**src/rtl/fbt_map.vh**
```
// Command codes, output modes and geometry for the bank output tracker
`ifndef FBT_MAP_VH
`define FBT_MAP_VH
`define FBT_NBANK 16
`define FBT_BANK_W 4
`define FBT_BLK_W 8
`define FBT_DATA_W 16
`define FBT_MODE_W 2
`define FBT_MODE_ARRAY 2'h0
`define FBT_MODE_STATUS 2'h1
`define FBT_MODE_SIG 2'h2
`define FBT_MODE_QUERY 2'h3
`define FBT_MODE_RESET 2'h0
`define FBT_CMD_READ_ARRAY 8'hFF
`define FBT_CMD_READ_STATUS 8'h70
`define FBT_CMD_CLEAR_STATUS 8'h50
`define FBT_CMD_READ_SIG 8'h90
`define FBT_CMD_READ_QUERY 8'h98
`define FBT_CMD_PROGRAM 8'h40
`define FBT_CMD_PROGRAM_ALT 8'h10
`define FBT_CMD_ERASE 8'h20
`define FBT_CMD_BUF_PROG 8'hE8
`define FBT_CMD_FACTORY 8'h80
`define FBT_CMD_CONFIRM 8'hD0
`define FBT_CMD_SUSPEND 8'hB0
`define FBT_CMD_LOCK_SETUP 8'h60
`define FBT_CMD_OTP_SETUP 8'hC0
`define FBT_CMD_BLANK_SETUP 8'hBC
`define FBT_CMD_BLANK_CONFIRM 8'hCB
`define FBT_CMD_LOCK_CONFIRM 8'h01
`define FBT_CMD_LOCKDOWN_CONFIRM 8'h2F
`define FBT_CMD_SETCFG_CONFIRM 8'h03
`define FBT_FACTORY_EXIT 16'hFFFF
`endif

```
**src/rtl/fbt_cmd_decode.v**
```verilog
// Command code classifier
`timescale 1ns/1ps
`include "fbt_map.vh"
module fbt_cmd_decode (
  input wire [7:0] code,
  input wire pec_busy,
  output reg [2:0] mode_sel,
  output reg legal,
  output reg setup_ignored,
  output reg is_factory
);
  always @*
  begin
    mode_sel = 3'h0;
    legal = 1'b1;
    setup_ignored = 1'b0;
    is_factory = 1'b0;
    case (code)
      `FBT_CMD_READ_ARRAY: mode_sel = {1'b1, `FBT_MODE_ARRAY};
      `FBT_CMD_READ_STATUS, `FBT_CMD_CLEAR_STATUS: mode_sel = {1'b1, `FBT_MODE_STATUS};
      `FBT_CMD_READ_SIG: mode_sel = {1'b1, `FBT_MODE_SIG};
      `FBT_CMD_READ_QUERY: mode_sel = {1'b1, `FBT_MODE_QUERY};
      `FBT_CMD_PROGRAM, `FBT_CMD_PROGRAM_ALT, `FBT_CMD_ERASE, `FBT_CMD_BUF_PROG,
      `FBT_CMD_BLANK_SETUP, `FBT_CMD_CONFIRM, `FBT_CMD_SUSPEND,
      `FBT_CMD_BLANK_CONFIRM, `FBT_CMD_LOCK_CONFIRM, `FBT_CMD_LOCKDOWN_CONFIRM,
      `FBT_CMD_SETCFG_CONFIRM: mode_sel = {1'b1, `FBT_MODE_STATUS};
      `FBT_CMD_FACTORY:
      begin
        mode_sel = {1'b1, `FBT_MODE_STATUS};
        is_factory = 1'b1;
      end
      `FBT_CMD_LOCK_SETUP, `FBT_CMD_OTP_SETUP:
      begin
        setup_ignored = pec_busy;
        mode_sel = pec_busy ? 3'h0 : {1'b1, `FBT_MODE_STATUS};
      end
      default: legal = 1'b0;
    endcase
  end
endmodule

```
**src/rtl/fbt_bank_tracker.v**
```verilog
// Per-bank output mode tracker behind the command interface
`timescale 1ns/1ps
`include "fbt_map.vh"
// Behaviour
// - Selected output type applies only to reads of the bank that got the command.
// - Four modes per bank: array, status, signature, query table data.
// - Bank keeps its last mode until a new command hits that bank.
// - Next interface state computed independently of output mode.
// - Lock/config and OTP setup ignored, both cycles, while controller busy.
// - Factory buffer mode exits on FFFF data to a different block.
// - Undefined codes written in the ready state take the illegal command path; in setup they just return to ready.
module fbt_bank_tracker (
  input wire clk,
  input wire rst_b,
  input wire wr_strobe,
  input wire [`FBT_BANK_W-1:0] wr_bank,
  input wire [`FBT_BLK_W-1:0] wr_block,
  input wire [`FBT_DATA_W-1:0] wr_data,
  input wire pec_busy_pin,
  input wire [`FBT_BANK_W-1:0] rd_bank,
  output reg [`FBT_MODE_W-1:0] rd_mode,
  output wire factory_active,
  output wire illegal_seen,
  output wire setup_pending
);
  localparam ST_READY = 2'h0;
  localparam ST_SETUP = 2'h1;
  localparam ST_FACTORY = 2'h2;
  localparam ST_SKIP = 2'h3;

  reg busy_s1_reg;
  reg busy_s2_reg;
  reg [1:0] state_reg;
  reg [1:0] state_next;
  reg [`FBT_BLK_W-1:0] first_blk_reg;
  reg [`FBT_BLK_W-1:0] first_blk_next;
  reg illegal_reg;
  reg illegal_next;
  reg factory_setup_reg;
  reg factory_setup_next;
  reg [`FBT_MODE_W-1:0] mode_reg [0:`FBT_NBANK-1];
  wire [2:0] mode_sel;
  wire legal;
  wire setup_ignored;
  wire is_factory;
  wire factory_exit;
  wire cmd_take;
  wire [7:0] cmd_code;
  wire code_is_setup;
  wire code_is_confirm;
  wire same_block;
  wire [`FBT_NBANK-1:0] bank_hit;

  // Busy pin synchroniser
  always @(posedge clk or negedge rst_b)
  begin
    if (!rst_b)
    begin
      busy_s1_reg <= 1'b0;
      busy_s2_reg <= 1'b0;
    end
    else
    begin
      busy_s1_reg <= pec_busy_pin;
      busy_s2_reg <= busy_s1_reg;
    end
  end

  fbt_cmd_decode u_dec (
    .code(cmd_code),
    .pec_busy(busy_s2_reg),
    .mode_sel(mode_sel),
    .legal(legal),
    .setup_ignored(setup_ignored),
    .is_factory(is_factory)
  );

  assign factory_exit = (state_reg == ST_FACTORY) && wr_strobe &&
    (wr_block != first_blk_reg) && (wr_data == `FBT_FACTORY_EXIT);
  assign cmd_take = wr_strobe && (state_reg == ST_READY || state_reg == ST_SETUP);
  assign cmd_code = wr_data[7:0];
  assign code_is_setup = (cmd_code == `FBT_CMD_LOCK_SETUP) || (cmd_code == `FBT_CMD_OTP_SETUP);
  assign code_is_confirm = (cmd_code == `FBT_CMD_CONFIRM);
  assign same_block = (wr_block == first_blk_reg);

  // Interface state, no mode input used
  always @*
  begin
    state_next = state_reg;
    first_blk_next = first_blk_reg;
    illegal_next = illegal_reg;
    factory_setup_next = factory_setup_reg;
    if (wr_strobe)
    begin
      case (state_reg)
        ST_READY:
        begin
          if (setup_ignored)
          begin
            state_next = ST_SKIP;
          end
          else if (!legal)
          begin
            illegal_next = 1'b1;
          end
          else if (is_factory || code_is_setup)
          begin
            state_next = ST_SETUP;
            first_blk_next = wr_block;
            factory_setup_next = is_factory;
          end
        end
        ST_SETUP:
        begin
          if (factory_setup_reg && same_block && code_is_confirm)
          begin
            state_next = ST_FACTORY;
          end
          else
          begin
            state_next = ST_READY;
          end
          factory_setup_next = 1'b0;
        end
        ST_FACTORY:
        begin
          if (factory_exit)
          begin
            state_next = ST_READY;
          end
        end
        default:
        begin
          state_next = ST_READY;
        end
      endcase
      if (legal && state_reg == ST_READY && !setup_ignored)
      begin
        illegal_next = 1'b0;
      end
    end
  end

  // Interface state register
  always @(posedge clk or negedge rst_b)
  begin
    if (!rst_b)
    begin
      state_reg <= ST_READY;
    end
    else
    begin
      state_reg <= state_next;
    end
  end

  // First block of a setup sequence
  always @(posedge clk or negedge rst_b)
  begin
    if (!rst_b)
    begin
      first_blk_reg <= {`FBT_BLK_W{1'b0}};
    end
    else
    begin
      first_blk_reg <= first_blk_next;
    end
  end

  // Illegal command flag
  always @(posedge clk or negedge rst_b)
  begin
    if (!rst_b)
    begin
      illegal_reg <= 1'b0;
    end
    else
    begin
      illegal_reg <= illegal_next;
    end
  end

  // Setup opened by the factory command
  always @(posedge clk or negedge rst_b)
  begin
    if (!rst_b)
    begin
      factory_setup_reg <= 1'b0;
    end
    else
    begin
      factory_setup_reg <= factory_setup_next;
    end
  end

  // Per-bank output mode store
  genvar gi;
  generate
    for (gi = 0; gi < `FBT_NBANK; gi = gi + 1)
    begin : g_bank
      assign bank_hit[gi] = cmd_take && (wr_bank == gi) && mode_sel[2] && !setup_ignored;

      always @(posedge clk or negedge rst_b)
      begin
        if (!rst_b)
        begin
          mode_reg[gi] <= `FBT_MODE_RESET;
        end
        else if (bank_hit[gi])
        begin
          mode_reg[gi] <= mode_sel[1:0];
        end
      end
    end
  endgenerate

  always @(posedge clk or negedge rst_b)
  begin
    if (!rst_b)
    begin
      rd_mode <= `FBT_MODE_RESET;
    end
    else
    begin
      rd_mode <= mode_reg[rd_bank];
    end
  end

  assign factory_active = (state_reg == ST_FACTORY);
  assign illegal_seen = illegal_reg;
  assign setup_pending = (state_reg == ST_SETUP);
endmodule

```
**config.mk**
```make
export PLATFORM = sky130hd
export DESIGN_NAME = fbt_bank_tracker
export DESIGN_NICKNAME = d
export VERILOG_FILES = /design/src/rtl/fbt_cmd_decode.v /design/src/rtl/fbt_bank_tracker.v
export VERILOG_INCLUDE_DIRS = /design/src /design/src/rtl
export SDC_FILE = /design/constraint.sdc
export NUM_CORES = 1
export LEC_CHECK = 0
export BUFFER_PORTS_ARGS = -buffer_cell sky130_fd_sc_hd__clkbuf_2
export CAP_MARGIN = 20
export CORE_ASPECT_RATIO = 1.25
export CORE_MARGIN = 5
export CORE_UTILIZATION = 52
export DETAILED_ROUTE_END_ITERATION = 8
export PLACE_DENSITY = 0.76
export SYNTH_ARGS = -nofsm -noshare
export SYNTH_HDL_FRONTEND = slang
export SYNTH_SLANG_ARGS = --single-unit
```
**constraint.sdc**
```tcl
create_clock -name clk -period 1.73 [get_ports clk]
set_input_delay 0.2595 -clock clk [delete_from_list [all_inputs] [get_ports clk]]
set_output_delay 0.2595 -clock clk [all_outputs]
set_load 0.01 [all_outputs]
```
==> results.py <==
metrics = {
    "outcome": {
        "status": "complete, but fails checks",
        "violations": "setup timing",
    },
    "sta": {
        "fin_crit_ns": 1.95,
        "fmax_mhz": 513,
        "rsz0062_at_grt": "true",
        "worst_pin_slew_ns": 0.610,
        "setup_ws_ns": -0.219,
        "fin_skew_ns": 0.00896,
        "slew-limit-headroom": 0.592,
        "finalHoldViolCount": 0,
        "drv_slew": 0,
        "fin_crit_sh": 1.13,
        "finalSetupViolations": 35,
    },
    "routing": {
        "drt_wl_total_mm": 10.3,
        "drt-initial-drc-count": 275,
        "drc": 0,
        "wl_per_cell_um": 23.9,
        "vias_per_cell": 6.49,
        "vias": 2785,
        "drt.antenna.violating_nets": 0,
        "dr.pass1.iters": 4,
    },
    "placed_design": {
        "portBuffers": 40,
        "dp.cells": 390,
        "globalplace.congestion": 0.878,
        "dp.final_hpwl_mm": 5.49,
    },
    "clocking": {
        "numCtsBuffers": 5,
        "cts-root-buf": "clkbuf_8",
        "cts_sinks": 48,
        "ctsHtreeMaxLevel": 2,
        "cts_tree": "built",
        "cts.path.max_buffers": 2,
        "clk_latency_ns": 0.31,
        "path_clk_slew_ns": 0.10,
    },
    "global_route": {
        "grt_pass1_wl_mm": 15.3,
        "grt_pass1_vias": 2963,
        "grt_usage": 0.272,
        "grt_start_max_net_pins": 31,
        "antenna_found_initial": 0,
        "grt-ovfl-total": 0,
    },
    "logic_synthesis": {
        "synth_top_family_by_area": "compound AO/OA/AOI/OAI gates",
        "synth_xor_area_frac": 0.0272,
        "ys_seq_area_frac": 0.415,
        "synthCells": 251,
        "ys_types": 50,
        "yosys.area_share.simple": 0.164,
        "ys.flop_type": "dfrtp_1",
        "synthAdderAreaFrac": 0,
        "syn_avg_cell_area_um2": 11.5,
        "synth_compound_area_frac": 0.178,
        "ys_seq_elements": 48,
        "syn_nets": 287,
        "synthMuxAreaShare": 0.175,
        "synth.cell_area_mm2": 0.00290,
        "yosys_warnings": 0,
        "synthArstFlopShare": 1.00,
        "synth_edf_count": 0,
    },
    "final_layout": {
        "area_growth_syn_to_layout_pct": 55.7,
        "stdcell_count": 429,
        "final_cell_mix": "buf_4 (66), dfrtp_1 (48), clkbuf_2 (35), mux2_4 (23), o22a_1 (13)",
        "layout-drive-gt1-share": 0.600,
        "fill_cells": 272,
        "antennaDiodeCount": 0,
        "fin_nets": 400,
        "final_core_util": 0.834,
        "largest_register_ffs": 32,
        "final_common_cell": "buf_4",
    },
    "worst_setup_path": {
        "cp_num_buf_inv": 2,
        "crit_family": "compound AO/OA/AOI/OAI gates",
        "cp_slowest_stage_delay_ns": 0.55,
        "path_cells": "clkbuf_16 > or4b_4 > a21oi_4 > a211oi_4 > buf_6 > a311oi_4 > mux2_4",
        "cp-start-kind": "input port",
        "worstSetupPathType": "input port to flop",
        "cp-end-kind": "flop",
        "crit_slowest_cell": "or4b_4",
        "cp_data_arrival_time_ns": 2.15,
        "required_ns": 1.93,
        "cp_max_fo": 6,
    },
    "floorplanning": {
        "die_y_um": 93.4,
        "rows": 30,
        "start_util": 0.536,
        "core_area_mm2": 0.00541,
        "die_area_mm2": 0.00717,
        "die_w_um": 76.8,
        "io_pins": 41,
    },
    "power": {
        "ir_worst_vdd_uv": 505,
        "leakagePower_nw": 2.05,
        "p_per_area_mw_per_mm2": 621,
    },
    "min_path": {
        "hold_class": "input port to flop",
    },
    "flow_run": {
        "drv_cap": 0,
    },
}
-- per-layer routing --
layer | vias up | part of all wire | GRT usage
met5 | - | 0 | 0
met4 | 0 | 0.039 | 0.109
met3 | 40 | 0.062 | 0.0511
met2 | 141 | 0.53 | 0.489
met1 | 1389 | 0.37 | 0.315
li1 | 1215 | - | -
-- report_power, final --
group          switching [mW]  internal [mW]  leakage [nW]
clock network           0.412          0.429        0.0541
logic                   0.345          0.348          1.35
registers              0.0603           1.20         0.649
total                   0.818           1.98          2.05
-- logic make-up after synthesis --
logic type	count (synthesis)
AOI/OAI and AO/OA	59
xor gates and xnor gates	9
buffers and inverters	21
DFF	48
muxes	35
and+or+nand+nor	79
-- path summary, 6_finish.rpt --
kind	depth (start not counted)	to	slack (ns)	start
setup / recovery	7	mode_reg[13]$_DFFE_PN0P_	-0.22	wr_data[4]
hold / removal	1	busy_s1_reg$_DFF_PN0_	0.05	pec_busy_pin
setup reg to reg	6	mode_reg[27]$_DFFE_PN0P_	-0.21	busy_s2_reg$_DFF_PN0_
hold reg to reg	0	busy_s2_reg$_DFF_PN0_	0.37	busy_s1_reg$_DFF_PN0_
max in group asynchronous	3	mode_reg[1]$_DFFE_PN0P_	0.73	rst_b
min in group asynchronous	2	first_blk_reg[4]$_DFFE_PN0P_	0.46	rst_b
-- synth_stat cells, types with 2 or more instances --
cell type	n	area (um2)
a311oi_1	11	96.3
and3_1	3	18.8
xor2_1	9	78.8
mux4_2	10	225
buf_6	4	45.0
buf_2	7	35.0
nand2_1	16	60.1
inv_1	3	11.3
nor4_1	4	25.0
mux2_1	14	158
nor3_1	2	10.0
a2bb2oi_1	4	35.0
or2_2	3	18.8
o21ai_0	3	15.0
nor2b_1	6	37.5
and3b_1	2	17.5
a21oi_1	3	15.0
nand2b_1	7	43.8
nor2_1	7	26.3
mux2_2	10	113
o211ai_1	2	15.0
dfrtp_1	48	1200
a211oi_1	2	15.0
a311oi_2	4	60.1
clkbuf_1	6	22.5
nand4_1	4	25.0
nand3b_1	5	37.5
and2_1	3	18.8
or4b_1	2	20.0
and4b_1	2	20.0
o22a_1	13	114
nand3_1	8	40.0
a31oi_1	7	43.8
-- worst reg2reg max path: cells and delay by family, from the launching register on --
kind | cells | cell delay (ns)
AO/OA/AOI/OAI | 3 | 0.90
flip-flops | 1 | 0.40
multiplexers | 1 | 0.33
buffers and inverters | 1 | 0.13
AND/OR/NAND/NOR | 1 | 0.06
-- area by class of cell --
cell class,count,area (um2),share of cell area
Inverter,3,11.3,0.00250
Tap cell,64,80.1,0.0178
Timing Repair Buffer,121,972,0.216
Sequential cell,48,1200,0.266
Clock inverter,3,42.5,0.00943
Multi-Input combinational cell,185,2130,0.473
Clock buffer,5,68.8,0.0153
-- stage by stage --
step	setup TNS [ns]	cell area, um2	worst slack, ns	hold slack [ns]	power (mW)
final	-3.81	4510	-0.219	0.0473	2.80
after global routing	-5.56	4510	-0.248	0.0320	2.92
after CTS	-2.45	4200	-0.135	0.0477	2.69
after detailed placement	-17.50	3520	-0.572	0.254	1.78
after global placement	-15.49	3520	-0.541	0.252	1.75
after floorplan	-5.87	2920	-0.322	-0.0361	1.53
-- what timing repair did --
action,CTS,global route
cloned,3,1
hold endpoints to repair,18,0
resized for setup,71,46
pin swaps,28,26
endpoints found under the setup margin,39,42
hold buffers,1,0
buffers inserted,17,9
Note: power is estimated with default switching activity, not from simulation.
